**config.mk**
```make
export PLATFORM = sky130hd
export DESIGN_NAME = flash_status_poller
export DESIGN_NICKNAME = d
export VERILOG_FILES = /design/src/hdl/flash_bus_cycle.v /design/src/hdl/flash_status_poller.v
export VERILOG_INCLUDE_DIRS = /design/src /design/src/pkg
export SDC_FILE = /design/constraint.sdc
export NUM_CORES = 1
export LEC_CHECK = 0
export ABC_AREA = 1
export BUFFER_PORTS_ARGS = -buffer_cell sky130_fd_sc_hd__buf_2
export CAP_MARGIN = 10
export CORE_MARGIN = 8
export CORE_UTILIZATION = 45
export DETAILED_ROUTE_END_ITERATION = 12
export HOLD_SLACK_MARGIN = 0.1
export PLACE_DENSITY_LB_ADDON = 0.08
export SYNTH_ARGS = -nofsm -noshare
export SYNTH_HDL_FRONTEND = slang
export SYNTH_SLANG_ARGS = --single-unit
```
**constraint.sdc**
```tcl
create_clock -name ref_clk -period 4 [get_ports ref_clk]
set_input_delay 0.4 -clock ref_clk [delete_from_list [all_inputs] [get_ports ref_clk]]
set_output_delay 0.4 -clock ref_clk [all_outputs]
set_load 0.05 [all_outputs]
```
**src/pkg/flash_status_map.vh**
```
// Constants for the flash status poller: bus bit positions, commands and timing counts
`ifndef FLASH_STATUS_MAP_VH
`define FLASH_STATUS_MAP_VH

// Status bit positions in the data byte
`define DATA_POLL_BIT      7
`define TOGGLE_ANY_BIT     6
`define TIMEOUT_FAIL_BIT   5
`define ERASE_WINDOW_BIT   3
`define TOGGLE_SECTOR_BIT  2

// Reset command, written to any address
`define RESET_CMD          8'hf0

// Timing in ns or us and derived cycle counts at 100 ns per cycle
`define CLK_PERIOD_NS      100
`define READ_CYCLE_NS      300
`define READ_CYCLE_CYC     ((`READ_CYCLE_NS + `CLK_PERIOD_NS - 1) / `CLK_PERIOD_NS)
`define WRITE_PULSE_NS     200
`define WRITE_PULSE_CYC    ((`WRITE_PULSE_NS + `CLK_PERIOD_NS - 1) / `CLK_PERIOD_NS)
`define WINDOW_SPACING_US  50
`define WINDOW_SPACING_CYC ((`WINDOW_SPACING_US * 1000) / `CLK_PERIOD_NS)

`endif

```
**src/hdl/flash_bus_cycle.v**
```verilog
// One read or write cycle on the flash parallel bus
`timescale 1ns/100ps
module flash_bus_cycle #(
	parameter ADDR_W = 20,
	parameter DATA_W = 8,
	parameter HOLD   = 3
) (
	// Clock and reset
	input  wire              ref_clk,
	input  wire              sys_rst,
	// Request
	input  wire              start,
	input  wire              is_write,
	input  wire [ADDR_W-1:0] addr,
	input  wire [DATA_W-1:0] wdata,
	output wire              idle,
	output reg               done,
	output reg  [DATA_W-1:0] rdata,
	// Flash pins
	output reg  [ADDR_W-1:0] flash_addr,
	input  wire [DATA_W-1:0] flash_dq_in,
	output reg  [DATA_W-1:0] flash_dq_out,
	output reg               flash_dq_oe,
	output reg               flash_ce_n,
	output reg               flash_oe_n,
	output reg               flash_we_n
);

	reg [3:0] cnt;
	reg       busy;

	assign idle = ~busy;

	always @(posedge ref_clk or posedge sys_rst) begin
		if (sys_rst) begin
			cnt          <= 4'h0;
			busy         <= 1'b0;
			done         <= 1'b0;
			rdata        <= {DATA_W{1'b0}};
			flash_addr   <= {ADDR_W{1'b0}};
			flash_dq_out <= {DATA_W{1'b0}};
			flash_dq_oe  <= 1'b0;
			flash_ce_n   <= 1'b1;
			flash_oe_n   <= 1'b1;
			flash_we_n   <= 1'b1;
		end else begin
			done <= 1'b0;
			if (!busy) begin
				if (start) begin
					busy         <= 1'b1;
					cnt          <= HOLD[3:0];
					flash_addr   <= addr;
					flash_dq_out <= wdata;
					flash_dq_oe  <= is_write;
					flash_ce_n   <= 1'b0;
					flash_oe_n   <= is_write;
					flash_we_n   <= ~is_write;
				end
			end else if (cnt != 4'h0) begin
				cnt <= cnt - 4'h1;
			end else begin
				// Sample just before strobes rise; write data latches on we rising
				busy        <= 1'b0;
				done        <= 1'b1;
				rdata       <= flash_dq_in;
				flash_ce_n  <= 1'b1;
				flash_oe_n  <= 1'b1;
				flash_we_n  <= 1'b1;
				flash_dq_oe <= 1'b0;
			end
		end
	end

endmodule // flash_bus_cycle

```
**src/hdl/flash_status_poller.v**
```verilog
// Host-side poller that watches flash program and erase status
`timescale 1ns/100ps
`include "flash_status_map.vh"

module flash_status_poller #(
	parameter ADDR_W = 20,
	parameter DATA_W = 8
) (
	// Clock and reset
	input  wire              ref_clk,
	input  wire              sys_rst,
	// User orders
	input  wire              poll_start,
	input  wire [1:0]        poll_mode,
	input  wire [ADDR_W-1:0] poll_addr,
	input  wire [7:0]        poll_data,
	input  wire              window_check,
	output wire              poll_ready,
	output reg               poll_done,
	output reg               poll_ok,
	output reg               poll_fail,
	output reg               window_open,
	output reg               window_valid,
	output reg               suspended,
	output reg  [7:0]        last_status,
	// Flash pins
	output wire [ADDR_W-1:0] flash_addr,
	input  wire [DATA_W-1:0] flash_dq_in,
	output wire [DATA_W-1:0] flash_dq_out,
	output wire              flash_dq_oe,
	output wire              flash_ce_n,
	output wire              flash_oe_n,
	output wire              flash_we_n,
	input  wire              ready_busy_n_in,
	output wire              ready_busy_n_out,
	output wire              ready_busy_n_oe
);

	// Poll modes
	localparam MODE_TOGGLE  = 2'h0;
	localparam MODE_DPOLL   = 2'h1;
	localparam MODE_ERASE   = 2'h2;

	localparam S_IDLE   = 3'h0;
	localparam S_READ1  = 3'h1;
	localparam S_READ2  = 3'h2;
	localparam S_CHECK  = 3'h3;
	localparam S_RECHK  = 3'h4;
	localparam S_RESET  = 3'h5;
	localparam S_WIN    = 3'h6;

	// Reset command widened to the bus; avoids a zero-width pad when the bus is a byte
	localparam [DATA_W-1:0] RESET_WORD = `RESET_CMD;

	reg  [2:0]        state;
	reg  [1:0]        mode;
	reg  [ADDR_W-1:0] addr;
	reg  [7:0]        exp_data;
	reg  [7:0]        first;
	reg               fail_seen;
	reg               cyc_start;
	reg               cyc_write;
	wire              cyc_idle;
	wire              cyc_done;
	wire [DATA_W-1:0] cyc_rdata;
	wire [7:0]        rd;

	// Host only listens on the ready/busy line; never drives it
	assign ready_busy_n_out = 1'b0;
	assign ready_busy_n_oe  = 1'b0;
	assign poll_ready       = (state == S_IDLE) && cyc_idle && !cyc_start;
	assign rd               = cyc_rdata[7:0];

	function toggled;
		input [7:0] a;
		input [7:0] b;
		begin
			toggled = (a[`TOGGLE_ANY_BIT] != b[`TOGGLE_ANY_BIT]);
		end
	endfunction

	function [ADDR_W-1:0] rd_addr;
		input [ADDR_W-1:0] a;
		begin
			rd_addr = a;
		end
	endfunction

	////////////////////////////////////////////////////////////////////////
	// Status sequencer

	always @(posedge ref_clk or posedge sys_rst) begin
		if (sys_rst) begin
			state        <= S_IDLE;
			mode         <= MODE_TOGGLE;
			addr         <= {ADDR_W{1'b0}};
			exp_data     <= 8'h00;
			first        <= 8'h00;
			fail_seen    <= 1'b0;
			cyc_start    <= 1'b0;
			cyc_write    <= 1'b0;
			poll_done    <= 1'b0;
			poll_ok      <= 1'b0;
			poll_fail    <= 1'b0;
			window_open  <= 1'b0;
			window_valid <= 1'b0;
			suspended    <= 1'b0;
			last_status  <= 8'h00;
		end else begin
			cyc_start <= 1'b0;
			poll_done <= 1'b0;
			case (state)
				S_IDLE: begin
					if (poll_start && poll_ready) begin
						mode      <= poll_mode;
						addr      <= poll_addr;
						exp_data  <= poll_data;
						fail_seen <= 1'b0;
						cyc_write <= 1'b0;
						cyc_start <= 1'b1;
						// Sector erase always reads the window bit, so spacing is never assumed
						state     <= (poll_mode == MODE_ERASE || window_check) ? S_WIN : S_READ1;
					end
				end
				S_WIN: begin
					// Sector erase or window_check; window_valid only for sector erase, chip erase has no window
					if (cyc_done) begin
						last_status  <= rd;
						window_open  <= ~rd[`ERASE_WINDOW_BIT];
						window_valid <= (mode == MODE_ERASE);
						cyc_start    <= 1'b1;
						state        <= S_READ1;
					end
				end
				S_READ1: begin
					if (cyc_done) begin
						first     <= rd;
						cyc_start <= 1'b1;
						state     <= S_READ2;
					end
				end
				S_READ2: begin
					if (cyc_done) begin
						last_status <= rd;
						state       <= S_CHECK;
					end
				end
				S_CHECK: begin
					if (mode == MODE_DPOLL && last_status[`DATA_POLL_BIT] == exp_data[7]) begin
						poll_ok   <= 1'b1;
						poll_fail <= 1'b0;
						poll_done <= 1'b1;
						suspended <= 1'b0;
						state     <= S_IDLE;
					end else if (!toggled(first, last_status) &&
					             (mode != MODE_DPOLL || fail_seen)) begin
						// Stopped toggling: done, or suspended if sector bit still flips
						poll_ok   <= !fail_seen || !toggled(first, last_status);
						poll_fail <= 1'b0;
						suspended <= (mode == MODE_ERASE) &&
						             (first[`TOGGLE_SECTOR_BIT] != last_status[`TOGGLE_SECTOR_BIT]) &&
						             last_status[`DATA_POLL_BIT];
						poll_done <= 1'b1;
						state     <= S_IDLE;
					end else if (last_status[`TIMEOUT_FAIL_BIT] && !fail_seen) begin
						fail_seen <= 1'b1;
						first     <= last_status;
						cyc_start <= 1'b1;
						state     <= S_RECHK;
					end else if (fail_seen) begin
						cyc_write <= 1'b1;
						cyc_start <= 1'b1;
						state     <= S_RESET;
					end else if (ready_busy_n_in && mode != MODE_DPOLL &&
					             !toggled(first, last_status)) begin
						poll_ok   <= 1'b1;
						poll_fail <= 1'b0;
						suspended <= 1'b0;
						poll_done <= 1'b1;
						state     <= S_IDLE;
					end else begin
						// Keep polling; protected-sector cases stop by themselves
						first     <= last_status;
						cyc_start <= 1'b1;
						state     <= S_READ2;
					end
				end
				S_RECHK: begin
					if (cyc_done) begin
						last_status <= rd;
						state       <= S_CHECK;
					end
				end
				S_RESET: begin
					if (cyc_done) begin
						cyc_write <= 1'b0;
						poll_ok   <= 1'b0;
						poll_fail <= 1'b1;
						suspended <= 1'b0;
						poll_done <= 1'b1;
						state     <= S_IDLE;
					end
				end
				default: state <= S_IDLE;
			endcase
		end
	end

	////////////////////////////////////////////////////////////////////////
	// Bus cycle engine

	flash_bus_cycle #(
		.ADDR_W (ADDR_W),
		.DATA_W (DATA_W),
		.HOLD   (`READ_CYCLE_CYC)
	) u_cycle (
		.ref_clk      (ref_clk),
		.sys_rst      (sys_rst),
		.start        (cyc_start),
		.is_write     (cyc_write),
		.addr         (rd_addr(addr)),
		.wdata        (RESET_WORD),
		.idle         (cyc_idle),
		.done         (cyc_done),
		.rdata        (cyc_rdata),
		.flash_addr   (flash_addr),
		.flash_dq_in  (flash_dq_in),
		.flash_dq_out (flash_dq_out),
		.flash_dq_oe  (flash_dq_oe),
		.flash_ce_n   (flash_ce_n),
		.flash_oe_n   (flash_oe_n),
		.flash_we_n   (flash_we_n)
	);

endmodule // flash_status_poller

```
==> impl_metrics.prom, run 1 <==
# TYPE chip_impl_metric gauge
chip_impl_info{name="outcome",value="complete, no violations"} 1
chip_impl_metric{name="synthToLayoutAreaGrowth",unit="%"} 14.5
chip_impl_metric{name="max-clock-path-buffers",unit=""} 2
chip_impl_info{name="worstSetupStartpointType",value="flop"} 1
chip_impl_info{name="synth_top_cells_by_area",value="dfrtp_1 (54%), nand2_1 (14%), o21ai_2 (4.9%)"} 1
chip_impl_info{name="layout_common_cells",value="nand2_1 (138), dfrtp_1 (81), buf_2 (78), inv_1 (46), o21ai_0 (31)"} 1
chip_impl_metric{name="post_layout_nonfiller_instances",unit=""} 605
chip_impl_metric{name="post-route-drc-count",unit=""} 0
chip_impl_metric{name="avgRoutedWirePerCell",unit="um"} 13.2
chip_impl_metric{name="proportion_of_synthesized_chip_area_in_sequential_cells",unit="%"} 55.6
chip_impl_metric{name="overflow",unit=""} 0
chip_impl_metric{name="p_clk_share",unit="%"} 14.4
chip_impl_metric{name="worstSkewPairLatency",unit="ns"} 0.35
chip_impl_metric{name="powerDensity",unit="nW/um^2"} 881
chip_impl_metric{name="syn-instance-count",unit=""} 420
chip_impl_metric{name="synth_largest_type_area_fraction",unit="%"} 53.6
chip_impl_info{name="setup_repair_after_global_routing_missed_its_margin",value="no"} 1
chip_impl_metric{name="max-slew-margin-rel",unit="%"} 32.4
chip_impl_metric{name="muxShareOfSynthArea",unit="%"} 0
chip_impl_metric{name="grt_use_total",unit="%"} 14.4
chip_impl_metric{name="leak",unit="uW"} 0.00233
chip_impl_info{name="tritoncts",value="done"} 1
chip_impl_metric{name="dp_worst_setup_slack",unit="ns"} 2.31
chip_impl_metric{name="max_cap_viol_count",unit=""} 0
chip_impl_info{name="synth_top_family_by_area",value="simple AND/OR/NAND/NOR gates"} 1
chip_impl_metric{name="floorplan.initialDensity",unit="%"} 46.3
chip_impl_metric{name="worst-r2r-cell-count",unit=""} 5
chip_impl_metric{name="timing.hold.worst_path_depth",unit=""} 3
chip_impl_metric{name="cts_buffers",unit=""} 9
chip_impl_metric{name="postCtsResizedCells",unit=""} 0
chip_impl_metric{name="power_switching_share",unit="%"} 48.3
chip_impl_metric{name="timing.fmax",unit="GHz"} 0.512
chip_impl_info{name="synth_largest_area_cell",value="dfrtp_1"} 1
chip_impl_metric{name="worst_slew_pin_tran",unit="ns"} 1.01
chip_impl_metric{name="compound_cell_area_share_of_the_yosys_netlist",unit="%"} 11.5
chip_impl_metric{name="finalSetupViolCount",unit=""} 0
chip_impl_metric{name="fin_hold_ws",unit="ns"} 0.244
chip_impl_metric{name="finalNetCount",unit=""} 540
chip_impl_metric{name="setup_total_negative_slack",unit="ns"} 0
chip_impl_metric{name="die_y",unit="um"} 108
chip_impl_info{name="clock_tree.root_cell",value="clkbuf_8"} 1
chip_impl_metric{name="chipWidth",unit="um"} 108
chip_impl_metric{name="floorplan.io_pins",unit=""} 92
chip_impl_metric{name="place.detailed.hpwl",unit="mm"} 5.75
chip_impl_metric{name="timing_max_transition_violations_final",unit=""} 0
chip_impl_metric{name="tritoncts_num_sinks",unit=""} 84
chip_impl_metric{name="overall_via_count_from_detail_route",unit=""} 2821
chip_impl_metric{name="p_int",unit="uW"} 1970
chip_impl_info{name="layout.cells.most_common",value="nand2_1"} 1
chip_impl_metric{name="finalWeightedCongestion",unit=""} 0.857
chip_impl_metric{name="period_share",unit="%"} 48.9
chip_impl_metric{name="cp.arrival",unit="ns"} 1.55
chip_impl_metric{name="synth-adder-area-share",unit="%"} 0.661
chip_impl_metric{name="drtAntennaViolNets",unit=""} 0
chip_impl_metric{name="timing.critical_path.required",unit="ns"} 3.60
chip_impl_metric{name="placement.io_buffers",unit=""} 78
chip_impl_metric{name="post_cts.repair.setup_buffers",unit=""} 0
chip_impl_metric{name="drive_above_1_share",unit="%"} 28.2
chip_impl_metric{name="syn-cell-area",unit="um^2"} 3780
chip_impl_metric{name="place_inst",unit=""} 589
chip_impl_metric{name="synth_simple_gate_area_share",unit="%"} 21.4
chip_impl_metric{name="drt_pre_antenna_iters",unit=""} 4
chip_impl_metric{name="synth_xor_area_share",unit="%"} 0.463
chip_impl_metric{name="synth.ff_latch_count",unit=""} 84
chip_impl_metric{name="path_clk_slew",unit="ns"} 0.09
chip_impl_metric{name="grt_start_max_net_pins",unit=""} 60
chip_impl_metric{name="report.final.hold_viol_count",unit=""} 0
chip_impl_metric{name="grt_pass1_wl",unit="mm"} 13.4
chip_impl_metric{name="seq_power_share",unit="%"} 37.7
chip_impl_metric{name="htree_num_levels",unit=""} 3
chip_impl_metric{name="comb_power_share",unit="%"} 47.9
chip_impl_info{name="hp-class",value="input pin to flop"} 1
chip_impl_metric{name="via_count_of_the_first_global_routing_pass",unit=""} 2829
chip_impl_metric{name="grt_antenna_before_repair",unit=""} 0
chip_impl_metric{name="postSynthAreaPerCell",unit="um^2"} 9.01
chip_impl_metric{name="core_area",unit="um^2"} 8180
chip_impl_metric{name="overall_die_area",unit="um^2"} 11600
chip_impl_metric{name="drt-total-wl",unit="mm"} 7.99
chip_impl_metric{name="avgViaCountPerCell",unit=""} 4.66
chip_impl_metric{name="ys.warnings.count",unit=""} 0
chip_impl_info{name="critical_path_class",value="flop to primary output"} 1
chip_impl_metric{name="std_cell_rows",unit=""} 33
chip_impl_metric{name="final.min_clock_period",unit="ns"} 1.95
chip_impl_metric{name="fin_skew",unit="ns"} 0.0108
chip_impl_info{name="kind_of_end_point_of_the_critical_path",value="primary output"} 1
chip_impl_metric{name="peakVddDrop",unit="mV"} 0.371
chip_impl_metric{name="cts_hold_buffers",unit=""} 0
chip_impl_metric{name="yosysUniqueCellTypes",unit=""} 36
chip_impl_metric{name="diode_count",unit=""} 0
chip_impl_metric{name="drt_iter0_markers",unit=""} 119
chip_impl_metric{name="critPathMaxFanout",unit=""} 7
chip_impl_metric{name="total_switching_power",unit="uW"} 1850
chip_impl_metric{name="postLayoutSetupSlackWorst",unit="ns"} 2.05
## stage by stage
stage / utilization, % / total power, uW / area [um^2]
finish: 53.0 / 3820 / 4330
global route: 53.0 / 4130 / 4330
CTS: 53.0 / 3870 / 4330
detailed placement: 50.9 / 3310 / 4160
global placement: 50.9 / 3270 / 4160
floorplan: - / 2930 / 3800
## cells by family (layout without fill, tap and decap cells)
kind of cell / count (synthesis) / count (layout)
other: 1 / 6
buffers and inverters: 73 / 148
and+or+nand+nor: 193 / 193
DFF: 84 / 84
adders and majority gates: 2 / 2
xor gates and xnor gates: 2 / 2
AOI/OAI and AO/OA: 65 / 65
## synthesized netlist by cell type
cell type,number
a21oi_2,4
nor2_1,22
xor2_1,1
nor3_1,2
buf_12,2
nand3_1,14
a21oi_1,3
nand2_1,138
nand3b_1,1
buf_4,12
a211o_1,1
inv_1,47
dfstp_2,3
nand4_1,3
or2_1,2
nor2_4,2
dfrtp_1,81
buf_6,2
inv_8,1
o211ai_1,2
xnor2_1,1
a31o_2,1
buf_2,1
clkbuf_1,3
conb_1,1
o21ai_2,21
o22ai_1,1
nand2_4,1
nand2_2,5
buf_8,1
ha_1,2
or2_2,1
nand3_2,2
o21a_1,1
o21ai_0,31
inv_2,4
## path summary, 6_finish.rpt
check | from | end | slack [ns]
setup reg to reg | u_cycle.cnt[0]$_DFFE_PP0P_ | u_cycle.rdata[0]$_DFFE_PP0P_ | 2.34
hold reg to reg | u_cycle.flash_addr[16]$_DFFE_PP0P_ | u_cycle.flash_addr[16]$_DFFE_PP0P_ | 0.47
hold / removal | flash_dq_in[6] | u_cycle.rdata[6]$_DFFE_PP0P_ | 0.24
min in group asynchronous | sys_rst | u_cycle.flash_addr[6]$_DFFE_PP0P_ | 0.25
max in group asynchronous | sys_rst | u_cycle.flash_we_n$_DFFE_PP1P_ | 2.81
setup / recovery | state[1]$_DFFE_PP0P_ | poll_ready | 2.05
## area by class of cell
type | count | area (um^2)
timing repair buffer | 80 | 405
sequential | 84 | 2110
clock inverter | 5 | 35.0
multi-input combinational | 268 | 1310
tap | 105 | 131
fill | 831 | 3840
clock buffer | 11 | 141
inverter | 52 | 204
## power by group through the flow
stage               sequential [uW]  combinational (uW)  clock, uW
floorplan                      1970                 954          0
global placement               1450                1820          0
detailed placement             1460                1850          0
CTS                            1440                1860        570
global route                   1490                2040        602
finish                         1440                1830        551
## flip-flops by register name, summed over array words and instances, names as in the netlist, 2 cells and up
signal	flops
state	3
u_cycle.flash_addr	20
mode	2
addr	20
u_cycle.cnt	4
u_cycle.rdata	8
first	2
last_status	8
## layer usage
metal	track usage [%]	vias up	wire length (um)
met5	0	-	0
met4	5.05	0	110
met3	4.73	10	581
met2	22.8	65	3710
met1	18.0	1303	3590
li1	-	1443	-
## worst max-delay path, cell delays in order (launching register included)
cell,delay (ns)
dfrtp_1,0.50
inv_2,0.15
nand3_2,0.15
nor2_4,0.14
buf_2,0.28
Note: power is estimated with default switching activity, not from simulation.
==> run 2, diff against run 1 <==
==> constraint.sdc (replaced) <==
create_clock -name ref_clk -period 1.79 [get_ports ref_clk]
set_input_delay 0.179 -clock ref_clk [delete_from_list [all_inputs] [get_ports ref_clk]]
set_output_delay 0.179 -clock ref_clk [all_outputs]
set_load 0.05 [all_outputs]
==> run 2 against run 1 <==
- global-route usage increased by 1.1 points
- combinational power increased by 130%
- sequential power increased by 120%
- die area unchanged
- cell count increased by 5.6%
- total power increased by 130%
- hold slack got worse by 0.13 ns
- clock power increased to 2.5 times the previous value
- clock-buffer cell count unchanged
- final area increased by 8.7%
- via count increased by 5.1%
==> impl_metrics.prom, run 2 (same netlist as run 1, synthesis figures left out) <==
# TYPE chip_impl_metric gauge
chip_impl_info{name="outcome",value="complete, no violations"} 1
chip_impl_metric{name="finalSetupViolCount",unit=""} 0
chip_impl_info{name="hp-class",value="input pin to flop"} 1
chip_impl_metric{name="leak",unit="uW"} 0.00248
chip_impl_metric{name="final.min_clock_period",unit="ns"} 1.68
chip_impl_info{name="cp-endpoint",value="poll_ready"} 1
chip_impl_metric{name="peakVddDrop",unit="mV"} 0.890
chip_impl_metric{name="finalNetCount",unit=""} 574
chip_impl_metric{name="worstSkewPairLatency",unit="ns"} 0.35
chip_impl_info{name="clock_tree.root_cell",value="clkbuf_8"} 1
chip_impl_metric{name="max_cap_viol_count",unit=""} 0
chip_impl_metric{name="tritoncts_num_sinks",unit=""} 84
chip_impl_info{name="reg2reg_from",value="state[0]$_DFFE_PP0P_"} 1
chip_impl_metric{name="fin_hold_ws",unit="ns"} 0.119
chip_impl_metric{name="drt-total-wl",unit="mm"} 8.38
chip_impl_metric{name="via_count_of_the_first_global_routing_pass",unit=""} 3033
chip_impl_metric{name="report.final.hold_viol_count",unit=""} 0
chip_impl_metric{name="std_cell_rows",unit=""} 33
chip_impl_info{name="r2r_end",value="addr[7]$_DFFE_PP0P_"} 1
chip_impl_metric{name="overall_die_area",unit="um^2"} 11600
chip_impl_metric{name="critPathMaxFanout",unit=""} 7
chip_impl_metric{name="cp.arrival",unit="ns"} 1.50
chip_impl_info{name="tritoncts",value="done"} 1
chip_impl_metric{name="fin_skew",unit="ns"} 0.0129
chip_impl_info{name="critical_path_class",value="flop to primary output"} 1
chip_impl_metric{name="chipWidth",unit="um"} 108
chip_impl_info{name="layout_common_cells",value="nand2_1 (138), dfrtp_1 (81), buf_2 (77), inv_1 (46)"} 1
chip_impl_metric{name="timing.fmax",unit="GHz"} 0.594
chip_impl_metric{name="post-route-drc-count",unit=""} 0
chip_impl_info{name="worstSetupStartpointType",value="flop"} 1
chip_impl_metric{name="synthToLayoutAreaGrowth",unit="%"} 24.4
chip_impl_metric{name="max-clock-path-buffers",unit=""} 2
chip_impl_metric{name="path_clk_slew",unit="ns"} 0.08
chip_impl_metric{name="core_area",unit="um^2"} 8180
chip_impl_metric{name="finalWeightedCongestion",unit=""} 0.809
chip_impl_metric{name="period_share",unit="%"} 94.0
chip_impl_metric{name="avgRoutedWirePerCell",unit="um"} 13.1
chip_impl_metric{name="worst-r2r-cell-count",unit=""} 7
chip_impl_info{name="layout.cells.most_common",value="nand2_1"} 1
chip_impl_metric{name="timing_max_transition_violations_final",unit=""} 0
chip_impl_metric{name="overall_via_count_from_detail_route",unit=""} 2964
chip_impl_metric{name="grt_start_max_net_pins",unit=""} 85
chip_impl_metric{name="overflow",unit=""} 0
chip_impl_metric{name="drive_above_1_share",unit="%"} 27.0
chip_impl_metric{name="avgViaCountPerCell",unit=""} 4.64
chip_impl_metric{name="setup_total_negative_slack",unit="ns"} 0
chip_impl_info{name="layout_top_registers",value="addr (20), u_cycle.flash_addr (20)"} 1
chip_impl_metric{name="diode_count",unit=""} 0
chip_impl_info{name="setup_repair_after_global_routing_missed_its_margin",value="no"} 1
chip_impl_metric{name="timing.critical_path.required",unit="ns"} 1.61
chip_impl_metric{name="die_y",unit="um"} 108
chip_impl_metric{name="floorplan.io_pins",unit=""} 92
chip_impl_metric{name="grt_use_total",unit="%"} 15.5
chip_impl_metric{name="drtAntennaViolNets",unit=""} 0
chip_impl_info{name="kind_of_end_point_of_the_critical_path",value="primary output"} 1
chip_impl_metric{name="place.detailed.hpwl",unit="mm"} 5.77
chip_impl_metric{name="r2r_slack",unit="ns"} 0.24
chip_impl_metric{name="post_layout_nonfiller_instances",unit=""} 639
chip_impl_metric{name="place_inst",unit=""} 592
chip_impl_info{name="critPathLaunch",value="state[0]$_DFFE_PP0P_"} 1
chip_impl_metric{name="powerDensity",unit="nW/um^2"} 1870
chip_impl_metric{name="floorplan.initialDensity",unit="%"} 46.3
chip_impl_metric{name="cts_buffers",unit=""} 9
chip_impl_metric{name="drt_iter0_markers",unit=""} 93
chip_impl_metric{name="drt_pre_antenna_iters",unit=""} 4
chip_impl_metric{name="placement.io_buffers",unit=""} 78
chip_impl_metric{name="n_fill_cell",unit=""} 750
chip_impl_metric{name="htree_num_levels",unit=""} 3
chip_impl_metric{name="grt_pass1_wl",unit="mm"} 14.4
chip_impl_metric{name="grt_antenna_before_repair",unit=""} 0
[run 2: final cells by class]
cell class	instances	area [um^2]	share of cell area, %
sequential	84	2110	44.7
clock buffer	11	141	3.00
multi-input combinational	268	1310	27.8
tap	105	131	2.79
timing repair buffer	114	753	16.0
inverter	52	206	4.38
clock inverter	5	60.1	1.28
[run 2: what timing repair did]
| action | 4_1_cts | 5_1_grt |
|---|---|---|
| endpoints found under the setup margin | 0 | 1 |
| hold buffers | 31 | 0 |
| setup buffers | 0 | 0 |
| endpoints found under the hold margin | 111 | 0 |
| resized for setup | 0 | 1 |
[run 2: worst min-delay path by stage]
stage,slack (ns),depth (start not counted),start,endpoint
after floorplan,0.29,2,poll_addr[0],addr[0]$_DFFE_PP0P_
after global placement,0.34,3,sys_rst,u_cycle.cnt[3]$_DFFE_PP0P_
after detailed placement,0.35,3,sys_rst,poll_done$_DFF_PP0_
after CTS,0.10,3,poll_mode[1],mode[1]$_DFFE_PP0P_
after global routing,0.12,3,poll_mode[1],mode[1]$_DFFE_PP0P_
final,0.12,3,poll_mode[1],mode[1]$_DFFE_PP0P_
[run 2: worst max-delay path: stages, from the launching register on]
cell      delay [ns]
dfrtp_1         0.47
inv_2           0.14
nand3_2         0.16
nor2_4          0.14
clkbuf_4        0.25
[run 2: power breakdown]
part           total [uW]  internal [uW]  switching (uW)
Combinational        4200           1190            3010
Clock                1390            689             696
Sequential           3220           2750             468
Total                8800           4620            4180
[run 2: through the flow]
stage / utilization [%] / area, um^2 / setup WS [ns] / power, uW
floorplan: - / 3810 / 0.259 / 6540
CTS: 57.6 / 4710 / 0.0491 / 8900
global route: 57.6 / 4710 / 0.0205 / 9490
finish: 57.6 / 4710 / 0.107 / 8800
detailed placement: 51.3 / 4200 / 0.247 / 7440
global placement: 51.3 / 4200 / 0.268 / 7340
[run 2: routing by layer]
metal	vias up	wire length [um]	global-route usage, %
li1	1520	-	-
met1	1373	3820	19.3
met2	61	3990	25.2
met3	10	478	4.01
met4	0	87	5.65
met5	-	0	0
